### src/vic_regs.vh
// Constants for the vectored interrupt controller: register byte offsets,
// field positions, reset values and fixed source numbers.
// Assumes a 32-bit Avalon-MM slave with a 9-bit byte address.
`ifndef VIC_REGS_VH
`define VIC_REGS_VH

// Address areas, address[8:7]
`define VIC_AREA_SMR 2'h0
`define VIC_AREA_SVR 2'h1
`define VIC_AREA_CTL 2'h2

// Control area byte offsets
`define VIC_IVR 9'h100
`define VIC_FVR 9'h104
`define VIC_ISR 9'h108
`define VIC_IPR 9'h10c
`define VIC_IMR 9'h110
`define VIC_CISR 9'h114
`define VIC_IECR 9'h120
`define VIC_IDCR 9'h124
`define VIC_ICCR 9'h128
`define VIC_ISCR 9'h12c
`define VIC_EOICR 9'h130
`define VIC_SPU 9'h134
`define VIC_DCR 9'h138
`define VIC_FFER 9'h140
`define VIC_FFDR 9'h144
`define VIC_FFSR 9'h148
`define VIC_EVT_STAT 9'h150
`define VIC_EVT_MASK 9'h154

// Source mode fields
`define VIC_PRIO_MSB 2
`define VIC_TYPE_LSB 5
`define VIC_TYPE_MSB 6
`define VIC_TYPE_RST 2'h0

// Debug control bits
`define VIC_DCR_PROT 0
`define VIC_DCR_GMSK 1

// Event status bits
`define VIC_EVT_IRQ 0
`define VIC_EVT_FIQ 1
`define VIC_EVT_SPU 2
`define VIC_EVT_W 3

// Fixed source numbers
`define VIC_NSRC 32
`define VIC_SRC_FAST 0
`define VIC_SRC_SYS 1
`define VIC_SRC_PER_LO 2
`define VIC_SRC_PER_HI 15
`define VIC_SRC_EXT0 29
`define VIC_SRC_EXT1 30

`define VIC_STACK_DEPTH 8
`define VIC_STACK_FULL 4'h8

`endif

### src/vic_src_detect.v
// One interrupt source: edge or level detection with pending latch.
// Assumes src_i is already in the mclk_i domain.
module vic_src_detect #(
    parameter [0:0] EXTERNAL = 1'b0
) (
    input wire mclk_i,
    input wire sys_rst_i,
    input wire src_i,
    input wire [1:0] type_i,
    input wire set_i,
    input wire clear_i,
    output wire pending_o
);

// Internal sources have a fixed active-high polarity
wire active_pol = EXTERNAL ? type_i[1] : 1'b1;
wire active = (src_i == active_pol);
reg prev_reg;
reg edge_reg;
wire edge_hit = type_i[0] & active & (prev_reg != src_i);

always @(posedge mclk_i) begin
    if (sys_rst_i) begin
        prev_reg <= 1'b0;
        edge_reg <= 1'b0;
    end else begin
        prev_reg <= src_i;
        if (edge_hit | set_i)
            edge_reg <= 1'b1;
        else if (clear_i)
            edge_reg <= 1'b0;
    end
end

assign pending_o = type_i[0] ? edge_reg : active;

endmodule // vic_src_detect

### src/vic_top.v
// Vectored interrupt controller: 32 sources, 8-level nested priority,
// vectors, fast forcing, protect mode and general mask.
// Assumes an Avalon-MM master on mclk_i; peripheral lines are on mclk_i,
// the three interrupt pins are asynchronous.
//
// Decided for this implementation: the Avalon-MM interface to the registers and the placing of the registers.
`include "vic_regs.vh"

module vic_top (
    input wire mclk_i,
    input wire sys_rst_i,
    input wire [8:0] avs_address_i,
    input wire avs_read_i,
    input wire avs_write_i,
    input wire [31:0] avs_writedata_i,
    output reg [31:0] avs_readdata_o,
    output wire avs_waitrequest_o,
    input wire fast_interrupt_input_i,
    input wire system_peripheral_group_i,
    input wire [13:0] periph_irq_i,
    input wire external_interrupt_zero_i,
    input wire external_interrupt_one_i,
    output reg normal_request_line_low_o,
    output reg fast_request_line_low_o,
    output reg evt_irq_o
);

////////////////////////////////////////////////////////////////////////////
// Pin synchronisers
reg [2:0] pin_meta_reg;
reg [2:0] pin_sync_reg;
always @(posedge mclk_i) begin
    if (sys_rst_i) begin
        pin_meta_reg <= 3'h0;
        pin_sync_reg <= 3'h0;
    end else begin
        pin_meta_reg <= {external_interrupt_one_i, external_interrupt_zero_i,
                         fast_interrupt_input_i};
        pin_sync_reg <= pin_meta_reg;
    end
end

wire [31:0] src_vec = {1'b0, pin_sync_reg[2], pin_sync_reg[1], 13'h0000,
                       periph_irq_i, system_peripheral_group_i,
                       pin_sync_reg[0]};

////////////////////////////////////////////////////////////////////////////
// Configuration state
reg [2:0] smr_prio [0:31];
reg [1:0] smr_type [0:31];
reg [31:0] svr [0:31];
reg [31:0] imr_reg;
reg [31:0] ffsr_reg;
reg [31:0] spu_reg;
reg [1:0] dcr_reg;
reg [`VIC_EVT_W-1:0] evt_stat_reg;
reg [`VIC_EVT_W-1:0] evt_mask_reg;
reg [2:0] stk_prio [0:7];
reg [4:0] stk_src [0:7];
reg [3:0] depth_reg;
reg rd_valid_reg;
reg irq_q_reg;
reg fiq_q_reg;

wire bus_rd = avs_read_i & ~rd_valid_reg;
wire bus_wr = avs_write_i;
wire [1:0] area = avs_address_i[8:7];
wire [4:0] idx = avs_address_i[6:2];
wire [8:0] waddr = {avs_address_i[8:2], 2'h0};
wire prot = dcr_reg[`VIC_DCR_PROT];
wire gmsk = dcr_reg[`VIC_DCR_GMSK];

// Reads answer one cycle later; writes are taken at once
assign avs_waitrequest_o = avs_read_i & ~rd_valid_reg;

////////////////////////////////////////////////////////////////////////////
// Source detectors
wire [31:0] pend;
reg [31:0] set_vec;
reg [31:0] clr_vec;
wire [31:0] type_edge;
genvar g;
generate
    for (g = 0; g < `VIC_NSRC; g = g + 1) begin : gen_src
        assign type_edge[g] = smr_type[g][0];
        vic_src_detect #(
            .EXTERNAL((g == `VIC_SRC_FAST) || (g == `VIC_SRC_EXT0) ||
                      (g == `VIC_SRC_EXT1))
        ) u_det (
            .mclk_i(mclk_i),
            .sys_rst_i(sys_rst_i),
            .src_i(src_vec[g]),
            .type_i(smr_type[g]),
            .set_i(set_vec[g]),
            .clear_i(clr_vec[g]),
            .pending_o(pend[g])
        );
    end
endgenerate

////////////////////////////////////////////////////////////////////////////
// Arbitration
// source 0 is always fast
wire [31:0] fast_sel = {ffsr_reg[31:1], 1'b1};
wire [31:0] cand = pend & imr_reg & ~fast_sel;
reg win_valid;
reg [2:0] win_prio;
reg [4:0] win_src;
integer k;
// highest level wins, lowest number on tie
always @* begin
    win_valid = 1'b0;
    win_prio = 3'h0;
    win_src = 5'h00;
    for (k = 1; k < `VIC_NSRC; k = k + 1) begin
        if (cand[k] && (!win_valid || smr_prio[k] > win_prio)) begin
            win_valid = 1'b1;
            win_prio = smr_prio[k];
            win_src = k[4:0];
        end
    end
end

wire [2:0] top = depth_reg[2:0] - 3'h1;
wire stk_empty = (depth_reg == 4'h0);
wire irq_raw = win_valid & (stk_empty | (win_prio > stk_prio[top]));
wire fiq_raw = |(pend & imr_reg & fast_sel);
wire irq_req = irq_raw & ~gmsk;
wire fiq_req = fiq_raw & ~gmsk;

// Vector selection: in protect mode a write to IVR acks and FVR is never acked; otherwise a read of IVR or FVR acks
wire ivr_hit = (waddr == `VIC_IVR) & (area == `VIC_AREA_CTL);
wire fvr_hit = (waddr == `VIC_FVR) & (area == `VIC_AREA_CTL);
wire ivr_ack = ivr_hit & (prot ? bus_wr : bus_rd);
wire fvr_ack = fvr_hit & bus_rd & ~prot;
wire do_push = ivr_ack & irq_raw & (depth_reg != `VIC_STACK_FULL);
wire spurious = ivr_ack & ~irq_raw;
wire do_pop = bus_wr & (waddr == `VIC_EOICR) & ~stk_empty;

always @* begin
    set_vec = 32'h00000000;
    clr_vec = 32'h00000000;
    if (bus_wr && waddr == `VIC_ISCR)
        set_vec = avs_writedata_i & type_edge;
    if (bus_wr && waddr == `VIC_ICCR)
        clr_vec = avs_writedata_i;
    if (do_push)
        clr_vec[win_src] = 1'b1;
    if (fvr_ack)
        clr_vec[`VIC_SRC_FAST] = 1'b1;
end

////////////////////////////////////////////////////////////////////////////
// Register writes and stack
integer j;
always @(posedge mclk_i) begin
    if (sys_rst_i) begin
        for (j = 0; j < `VIC_NSRC; j = j + 1) begin
            smr_prio[j] <= 3'h0;
            smr_type[j] <= `VIC_TYPE_RST;
            svr[j] <= 32'h00000000;
        end
        for (j = 0; j < `VIC_STACK_DEPTH; j = j + 1) begin
            stk_prio[j] <= 3'h0;
            stk_src[j] <= 5'h00;
        end
        imr_reg <= 32'h00000000;
        ffsr_reg <= 32'h00000000;
        spu_reg <= 32'h00000000;
        dcr_reg <= 2'h0;
        evt_mask_reg <= 3'h0;
        depth_reg <= 4'h0;
    end else begin
        if (bus_wr && area == `VIC_AREA_SMR) begin
            smr_prio[idx] <= avs_writedata_i[`VIC_PRIO_MSB:0];
            smr_type[idx] <= avs_writedata_i[`VIC_TYPE_MSB:`VIC_TYPE_LSB];
        end
        if (bus_wr && area == `VIC_AREA_SVR)
            svr[idx] <= avs_writedata_i;
        if (bus_wr && area == `VIC_AREA_CTL) begin
            case (waddr)
                `VIC_IECR: imr_reg <= imr_reg | avs_writedata_i;
                `VIC_IDCR: imr_reg <= imr_reg & ~avs_writedata_i;
                `VIC_SPU: spu_reg <= avs_writedata_i;
                `VIC_DCR: dcr_reg <= avs_writedata_i[1:0];
                `VIC_FFER: ffsr_reg <= ffsr_reg | avs_writedata_i;
                `VIC_FFDR: ffsr_reg <= ffsr_reg & ~avs_writedata_i;
                `VIC_EVT_MASK:
                    evt_mask_reg <= avs_writedata_i[`VIC_EVT_W-1:0];
                default: begin
                end
            endcase
        end
        // push on service, pop on end
        if (do_push) begin
            stk_prio[depth_reg[2:0]] <= win_prio;
            stk_src[depth_reg[2:0]] <= win_src;
            depth_reg <= depth_reg + 4'h1;
        end else if (do_pop) begin
            depth_reg <= depth_reg - 4'h1;
        end
    end
end

////////////////////////////////////////////////////////////////////////////
// Outputs and events
wire [`VIC_EVT_W-1:0] evt_set = {spurious, fiq_req & ~fiq_q_reg,
                                 irq_req & ~irq_q_reg};
wire [`VIC_EVT_W-1:0] evt_clr =
    (bus_wr && waddr == `VIC_EVT_STAT) ? avs_writedata_i[`VIC_EVT_W-1:0]
                                       : 3'h0;
always @(posedge mclk_i) begin
    if (sys_rst_i) begin
        irq_q_reg <= 1'b0;
        fiq_q_reg <= 1'b0;
        evt_stat_reg <= 3'h0;
        evt_irq_o <= 1'b0;
        normal_request_line_low_o <= 1'b1;
        fast_request_line_low_o <= 1'b1;
    end else begin
        irq_q_reg <= irq_req;
        fiq_q_reg <= fiq_req;
        // Set wins over a same-cycle clear
        evt_stat_reg <= (evt_stat_reg & ~evt_clr) | evt_set;
        evt_irq_o <= |(evt_stat_reg & evt_mask_reg);
        normal_request_line_low_o <= ~irq_req;
        fast_request_line_low_o <= ~fiq_req;
    end
end

////////////////////////////////////////////////////////////////////////////
// Read path
reg [31:0] rd_next;
always @* begin
    rd_next = 32'h00000000;
    case (area)
        `VIC_AREA_SMR: begin
            rd_next[`VIC_PRIO_MSB:0] = smr_prio[idx];
            rd_next[`VIC_TYPE_MSB:`VIC_TYPE_LSB] = smr_type[idx];
        end
        `VIC_AREA_SVR: rd_next = svr[idx];
        `VIC_AREA_CTL: begin
            case (waddr)
                `VIC_IVR: rd_next = irq_raw ? svr[win_src] : spu_reg;
                `VIC_FVR: rd_next = fiq_raw ? svr[`VIC_SRC_FAST] : spu_reg;
                `VIC_ISR: rd_next[4:0] = stk_empty ? 5'h00 : stk_src[top];
                `VIC_IPR: rd_next = pend;
                `VIC_IMR: rd_next = imr_reg;
                `VIC_CISR: rd_next[1:0] = {fiq_raw, irq_raw};
                `VIC_SPU: rd_next = spu_reg;
                `VIC_DCR: rd_next[1:0] = dcr_reg;
                `VIC_FFSR: rd_next = fast_sel;
                `VIC_EVT_STAT: rd_next[`VIC_EVT_W-1:0] = evt_stat_reg;
                `VIC_EVT_MASK: rd_next[`VIC_EVT_W-1:0] = evt_mask_reg;
                default: rd_next = 32'h00000000;
            endcase
        end
        default: rd_next = 32'h00000000;
    endcase
end

always @(posedge mclk_i) begin
    if (sys_rst_i) begin
        rd_valid_reg <= 1'b0;
        avs_readdata_o <= 32'h00000000;
    end else begin
        rd_valid_reg <= bus_rd;
        if (bus_rd)
            avs_readdata_o <= rd_next;
    end
end

endmodule // vic_top

### config.mk
export PLATFORM = sky130hd
export DESIGN_NAME = vic_top
export DESIGN_NICKNAME = d
export VERILOG_FILES = /design/src/vic_src_detect.v /design/src/vic_top.v
export VERILOG_INCLUDE_DIRS = /design/src
export SDC_FILE = /design/constraint.sdc
export NUM_CORES = 2
export LEC_CHECK = 0
export BUFFER_PORTS_ARGS = -buffer_cell sky130_fd_sc_hd__buf_4
export CAP_MARGIN = 10
export CORE_MARGIN = 5
export CORE_UTILIZATION = 40
export CTS_CLUSTER_DIAMETER = 120
export DETAILED_ROUTE_END_ITERATION = 10
export PLACE_DENSITY = 0.57
export SKIP_LAST_GASP = 1
export SYNTH_ARGS = -nofsm -noshare
export SYNTH_HDL_FRONTEND = slang
export SYNTH_HIERARCHICAL = 1
export SYNTH_SLANG_ARGS = --single-unit
### constraint.sdc
create_clock -name mclk_i -period 80.8 [get_ports mclk_i]
set_clock_uncertainty 0.15 [all_clocks]
set_input_delay 8.08 -clock mclk_i [delete_from_list [all_inputs] [get_ports mclk_i]]
set_output_delay 8.08 -clock mclk_i [all_outputs]
set_load 0.01 [all_outputs]
After elaboration in Yosys (flattened, before gate mapping)
Memories as Yosys holds them, arrays and structs flattened.
Index checks and enable logic that the tools add are counted.
- register bits after elaboration: 202
- RAM bits: 1248
- bits of input ports: 63
- logic and storage cells: 628
- memories: 5
- add/subtract/negate cells: 3
- magnitude comparators: 33
- equal/unequal tests: 42
- mux-type cells: 238
- bitwise logic cells: 95
- reductions and logical operators: 146
- memory list (name ; words ; bits a word ; rd ports ; clocked after Yosys merged registers in ; wr ports ; RTL line ; RTL):
    svr ; 32 ; 32 ; 3 ; 0 ; 32 ; vic_top.v:51 ; reg [31:0] svr [0:31];
    smr_prio ; 32 ; 3 ; 32 ; 0 ; 32 ; vic_top.v:49 ; reg [2:0] smr_prio [0:31];
    smr_type ; 32 ; 2 ; 33 ; 0 ; 32 ; vic_top.v:50 ; reg [1:0] smr_type [0:31];
    stk_src ; 8 ; 5 ; 1 ; 0 ; 8 ; vic_top.v:59 ; reg [4:0] stk_src [0:7];
    stk_prio ; 8 ; 3 ; 1 ; 0 ; 8 ; vic_top.v:58 ; reg [2:0] stk_prio [0:7];
- operators with widths (operator ; count):
    $and A32 B32 Y32 ; 6
    $mux W32 ; 6
    $mux W5 ; 35
    $pmux W27 S6 ; 1
    $mux W1 ; 147
    $pmux W32 S2 ; 2
    $eq A7 B7 Y1 const B ; 18
    $mux W3 ; 36
    $or A32 B32 Y32 ; 3
    $gt A3 B3 Y1 ; 31
    $reduce_bool A2 Y1 ; 35
    $not A32 Y32 ; 2
    $reduce_or A32 Y1 ; 2
    $and A1 B1 Y1 ; 52
    $pmux W25 S2 ; 1
    $logic_and A1 B1 Y1 ; 37
    $logic_not A1 Y1 ; 30
    $logic_or A1 B1 Y1 ; 30
    $pmux W2 S11 ; 1
    $or A1 B1 Y1 ; 19
    $ne A1 B1 Y1 ; 18
    $pmux W2 S7 ; 1
    $reduce_and A2 Y1 ; 5
    $not A1 Y1 ; 9
    24 further kinds ; 30

Logic depth before layout (Yosys ltp)
An unclocked memory read counts as a cell.
- word-level depth: 136
- mapped depth: 271

Cells and area by module
The synthesis kept the hierarchy.
- by module, submodules not included (module ; times used ; cells an instance ; area an instance (µm²)):
    vic_top ; 1 ; 6465 ; 76942.5
    vic_src_detect (gen_src[10].u_det ...) ; 29 ; 8 ; 85.1
    vic_src_detect (gen_src[0].u_det ...) ; 3 ; 12 ; 96.3

Least setup slack after synthesis
No wires, ideal clock.
- path kind: input to register
- start: in system_peripheral_group_i
- end: reg avs_readdata_o[3]
- setup time: 133 ps
- arrival time: 51843 ps
- data required time: 80517 ps
- setup slack: 28674 ps
- stages: 237
- buffers on the path: 7
- cells stage by stage: mux2_4 > and3b_1 > buf_4 > nand2_1 > ha_1 > and3b_1 > o21a_1 > a21oi_1 > nor2_1 > ha_1 > a21oi_1 > a32oi_1 > o21ai_0 > a21boi_0 > inv_1 > ha_1 > a21oi_1 > o21ai_0 > [201 not listed] > clkbuf_1 > clkbuf_1 > nor2_1 > a21oi_1 > o211ai_1 > inv_1 > ha_1 > a21o_1 > a21oi_1 > a31oi_1 > nor2_1 > a21oi_1 > o32ai_1 > or2_2 > clkbuf_1 > a221o_1 > a222oi_1 > o41ai_1
- word-level cells in the longest chain between the ends: 130
- elaborated cells on any way between the ends: 226
- RTL lines (item ; RTL line ; RTL):
    start: declaration ; vic_top.v:19 ; input wire system_peripheral_group_i,
    $mux W1 * ; vic_src_detect.v:35 ; assign pending_o = type_i[0] ? edge_reg : active;
    $and A32 B32 Y32 * (2 in series) ; vic_top.v:105 ; wire [31:0] cand = pend & imr_reg & ~fast_sel;
    $mux W3 or $mux W1 (tied branches) ; vic_top.v:116 ; if (cand[k] && (!win_valid || smr_prio[k] > win_prio)) begin
    $gt A3 B3 Y1 or $logic_not A1 Y1 (tied branches) ; vic_top.v:116 ;
    $logic_or A1 B1 Y1 ; vic_top.v:116 ;
    $logic_and A1 B1 Y1 ; vic_top.v:116 ;
    $mux W3 or $mux W1 (tied branches) ; vic_top.v:116 ;
    $gt A3 B3 Y1 or $logic_not A1 Y1 (tied branches) ; vic_top.v:116 ;
    [114 not listed] ; - ;
    $mux W3 * ; vic_top.v:116 ;
    named net win_prio[1] ; vic_top.v:107 ; reg [2:0] win_prio;
    $gt A3 B3 Y1 * ; vic_top.v:126 ; wire irq_raw = win_valid & (stk_empty | (win_prio > stk_prio[top]));
    $or A1 B1 Y1 * ; vic_top.v:126 ;
    $and A1 B1 Y1 * ; vic_top.v:126 ;
    $mux W32 * ; vic_top.v:244 ; `VIC_IVR: rd_next = irq_raw ? svr[win_src] : spu_reg;
    $pmux W2 S7 * ; vic_top.v:243 ; case (waddr)
    $pmux W2 S2 * ; vic_top.v:236 ; case (area)
    end signal: assignment ; vic_top.v:269 ; avs_readdata_o <= rd_next;
    end: declaration ; vic_top.v:16 ; output reg [31:0] avs_readdata_o,
The timed path passes the listed nets; every way through them passes the cells marked *.
A chain may end at the register's enable or synchronous reset.

Final worst setup path
- start: in system_peripheral_group_i
- end: reg avs_readdata_o[1]
- word-level cells in the longest chain between the ends: 130
- elaborated cells on any way between the ends: 226
- RTL lines (item ; RTL line ; RTL):
    $mux W1 * ; vic_src_detect.v:35 ;
    named net pend[1] ; vic_top.v:78 ; wire [31:0] pend;
    $and A32 B32 Y32 * (2 in series) ; vic_top.v:105 ;
    $mux W3 or $mux W1 (tied branches) ; vic_top.v:116 ;
    $gt A3 B3 Y1 or $logic_not A1 Y1 (tied branches) ; vic_top.v:116 ;
    $logic_or A1 B1 Y1 ; vic_top.v:116 ;
    $logic_and A1 B1 Y1 ; vic_top.v:116 ;
    $mux W3 or $mux W1 (tied branches) ; vic_top.v:116 ;
    [115 not listed] ; - ;
    $mux W3 * ; vic_top.v:116 ;
    named net win_prio[1] ; vic_top.v:107 ;
    $gt A3 B3 Y1 * ; vic_top.v:126 ;
    $or A1 B1 Y1 * ; vic_top.v:126 ;
    $and A1 B1 Y1 * ; vic_top.v:126 ;
    $mux W32 * ; vic_top.v:244 ;
    $pmux W2 S11 * ; vic_top.v:243 ;
    $pmux W3 S3 * ; vic_top.v:236 ;
Marked as above.

==> summary.md <==
| Metric | Value |
|---|---|
| RSZ-0062 raised after global routing | no |
| Critical Path Most Common Cell | a21oi_1 |
| Yosys top cell area share | 47.0% |
| Mapped cell area | 79,700 µm² |
| Yosys Warn Count | 6 |
| Distinct cells, synth | 110 |
| Setup violators final | 0 |
| Post-CTS setup buffer count | 0 |
| Max reg flops | 1,024 |
| CTS tree | built |
| CP endpoint kind | flop |
| Seq pwr share | 48.5% |
| Switching Fraction | 25.2% |
| Worst EP required | 81.42 ns |
| R2R depth | 233 |
| Final setup TNS | 0 ns |
| Hold buffers post-CTS | 0 |
| Core Region | 198,000 µm² |
| Initial antenna violation count | 33 |
| Seq cells post-synth | 1,463 |
| Total of max-cap violations | 0 |
| Post-CTS resize count | 0 |
| Worst-path clk slew | 0.06 ns |
| Crit path DAT | 65.04 ns |
| Largest net degree at the start of global routing | 115 |
| Worst-margin pin slew | 1.57 ns |
| DRT iter0 DRCs | 11,400 |
| Top area cells in the synthesized netlist | edfxtp_1 (47%), mux4_2 (11%), and2_1 (8.8%), dfxtp_1 (5.4%), nand2_1 (2.9%) |
| Hold path depth | 1 |
| Clk_lat worst skew | 0.86 ns |
| Nets | 6,783 |
| DR WL/cell | 37.9 µm |
| Die area | 208,000 µm² |
| Number of synthesized flops with an enable pin | 1,248 |
| Flop-to-flop setup slack | 23.20 ns |
| Io pins | 99 |
| P_int | 1.35 mW |
| Layout area overhead | 11.8% |
| Chip height | 456 µm |
| RR Endpoint | avs_readdata_o[1]$_SDFFE_PP0P_ |
| First-pass GRT wire length | 484,000 µm |
| Overall Global Routing Usage | 33.1% |
| Initial Util | 40.3% |
| Slowest-stage cell, CP | nor3_1 |
| Pre-CTS setup slack | 16.94 ns |
| Power Dens Cells | 20.3 nW/µm² |
| Inserted Clock Buffers | 166 |
| Number of global-route vias before repair | 59,700 |
| Worst Hold Launch | irq_q_reg$_SDFF_PP0_ |
| Final-layout fill cell count | 18,100 |
| Post-DRT Antenna Nets | 0 |
| Logic pwr share | 8.1% |
| Top_reg_cell synth | edfxtp_1 |
| GPL Wtd Cong | 0.919 |
| Root buffer cell | clkbuf_16 |
| Die X | 456 µm |
| Synth Instances | 6,733 |
| Failing checks | slew limit |
| CTS HTree Levels | 4 |
| Synth area leader | edfxtp_1 |
| CP startpoint kind | input pin |
| Register area share after synthesis | 52.4% |
| Final hold slack | 0.278 ns |
| Asr flop ratio synth | 0% |
| Top reg by flops | svr |
| Row count | 163 |
| Status | finished with violations |
| Port bufs | 96 |
| Via/cell ratio | 6.72 |
| Clock Tree Buf Depth | 3 |
| Via count | 63,500 |
| Total Routed Length | 358,000 µm |
| Largest stage delay, worst path | 0.93 ns |
| Synthesized area per cell | 11.8 µm² |
| Grt total ovfl | 0 |
| Reg-to-Reg Start | smr_type[1][0]$_SDFFCE_PN0P_ |
| Fin crit share | 79.7% |
| Share of cells above drive strength 1 | 17.4% |
| Post-layout min period | 64.42 ns |
| Max IR drop VDD | 0.0166 mV |
| Pleak | 31.3 nW |
| Crit path max fanout | 21 |
| Drt drc | 0 |
| NetSw | 0.454 mW |
| Post-DP HPWL | 214,000 µm |
| Setup CP Type | input pin to flop |
| Max Slew Vio Count | 2 |
| Clock network power share | 43.4% |
| Largest registers | svr: 1024 flops, smr_prio: 96 flops, smr_type: 64 flops |
| Drt pass-1 iters | 8 |
| Crit path from | system_peripheral_group_i |
| Worst min path class | flop to flop |
| # clock sinks | 1,463 |
| Final Hold Viols | 0 |
| Relative slew slack | -4.39% |
| Hold Path Sink | evt_stat_reg[0]$_SDFF_PP0_ |
| Max Freq | 15.5 MHz |
| Fin worst setup slack | 16.38 ns |
[layout make-up]
class / count / area (µm²) / area share, %
Sequential cell: 1463 / 41800 / 46.9
Multi-Input combinational cell: 4607 / 35800 / 40.1
Clock buffer: 222 / 4580 / 5.14
Tap cell: 2640 / 3300 / 3.71
Timing Repair Buffer: 283 / 2200 / 2.47
Clock inverter: 88 / 986 / 1.11
Inverter: 120 / 450 / 0.505
Antenna cell: 31 / 77.6 / 0.0870
[metrics by stage]
stage,instances,instance area (µm²),power [mW],utilization (%)
detailed placement,9113,83500,1.03,42.2
global placement,9113,83500,1.03,42.2
finish,9454,89100,1.81,45.1
global route,9428,89100,1.84,45.0
floorplan,6774,79900,0.968,-
CTS,9423,89100,1.80,45.0
[placed cells by master (no fill, tap or decap), types with 58 or more instances in the layout]
cell / netlist / routed
mux2i_1: 134 / 134
buf_4: 16 / 275
a21oi_1: 199 / 196
mux2_2: 58 / 58
a31oi_1: 84 / 84
o22ai_1: 103 / 103
mux4_2: 386 / 386
clkbuf_16: 0 / 169
nand2_1: 615 / 610
nand3_1: 217 / 213
inv_1: 120 / 120
a211oi_1: 111 / 111
or2_2: 60 / 60
edfxtp_1: 1248 / 1248
nor2_1: 283 / 233
a222oi_1: 61 / 61
o21ai_0: 95 / 94
dfxtp_1: 215 / 215
and2_1: 1121 / 1120
and3_1: 166 / 165
ha_1: 78 / 78
[critical path: cells and delay by family]
| family | cells | cell delay [ns] |
|---|---|---|
| buf+inv | 16 | 2.17 |
| compound gates | 125 | 33.21 |
| simple gates | 53 | 9.62 |
| mux | 8 | 2.73 |
| fa+ha+maj | 32 | 9.19 |
[layer usage]
metal,up-vias,part of all wire [%],GRT usage [%]
met2,5306,43,49.0
met1,31800,36,41.9
met4,6,7.4,19.9
met3,1238,14,11.4
met5,-,0.010,0.344
li1,25200,-,-
[cells by family (layout without fill, tap and decap cells)]
kind of cell / after synthesis / in the layout / synth area share [%]
buffers and inverters: 704 / 713 / 3.51
XOR/XNOR: 7 / 7 / 0.0769
AND/OR/NAND/NOR: 2814 / 2814 / 19.2
adder cells (fa/ha/maj): 80 / 80 / 1.26
multiplexers: 607 / 607 / 14.0
flip-flops: 1463 / 1463 / 52.4
other: 1 / 73 / 0.00471
AO/OA/AOI/OAI: 1057 / 1057 / 9.56
[Yosys cell counts, types with 15 or more instances]
cell,number
nand2b_1,42
and3b_1,18
inv_1,120
o31ai_1,27
and2_1,1121
a222oi_1,61
nand2_1,615
o21ai_0,95
o41ai_1,17
a22oi_1,43
nor4_1,16
edfxtp_1,1248
nor2_1,283
a21oi_1,199
and3_1,166
nor2b_1,53
a31oi_1,84
clkbuf_1,452
nand4b_1,17
o211ai_1,20
o22ai_1,103
mux4_2,386
nand3b_1,52
or2_2,60
buf_1,60
a21o_1,30
a32oi_1,28
buf_4,16
mux2_4,29
nand3_1,217
a2bb2oi_1,17
a211oi_1,111
dfxtp_1,215
o2111ai_1,25
nand4_1,48
buf_2,50
nor3_1,49
o221ai_1,29
ha_1,78
mux2i_1,134
mux2_2,58
a2111oi_0,15
[worst max-delay path by stage]
stage                     cells past startpoint  slack [ns]                        endpoint
after CTS                                   233       17.64    stk_prio[2][0]$_SDFFCE_PN0P_
after global placement                      233       17.53    stk_prio[2][2]$_SDFFCE_PN0P_
after detailed placement                    233       16.94    stk_prio[2][2]$_SDFFCE_PN0P_
after floorplan                             237       28.67  avs_readdata_o[3]$_SDFFE_PP0P_
final                                       234       16.38  avs_readdata_o[1]$_SDFFE_PP0P_
after global routing                        236       12.54    stk_prio[2][0]$_SDFFCE_PN0P_
[power by group through the flow]
stage | logic (mW) | clock network [mW] | registers (mW)
after floorplan | 0.0878 | 0 | 0.880
after detailed placement | 0.142 | 0 | 0.890
final | 0.147 | 0.783 | 0.876
after global placement | 0.141 | 0 | 0.889
after CTS | 0.142 | 0.784 | 0.874
after global routing | 0.150 | 0.814 | 0.878
(Power assumes the default switching activity.)
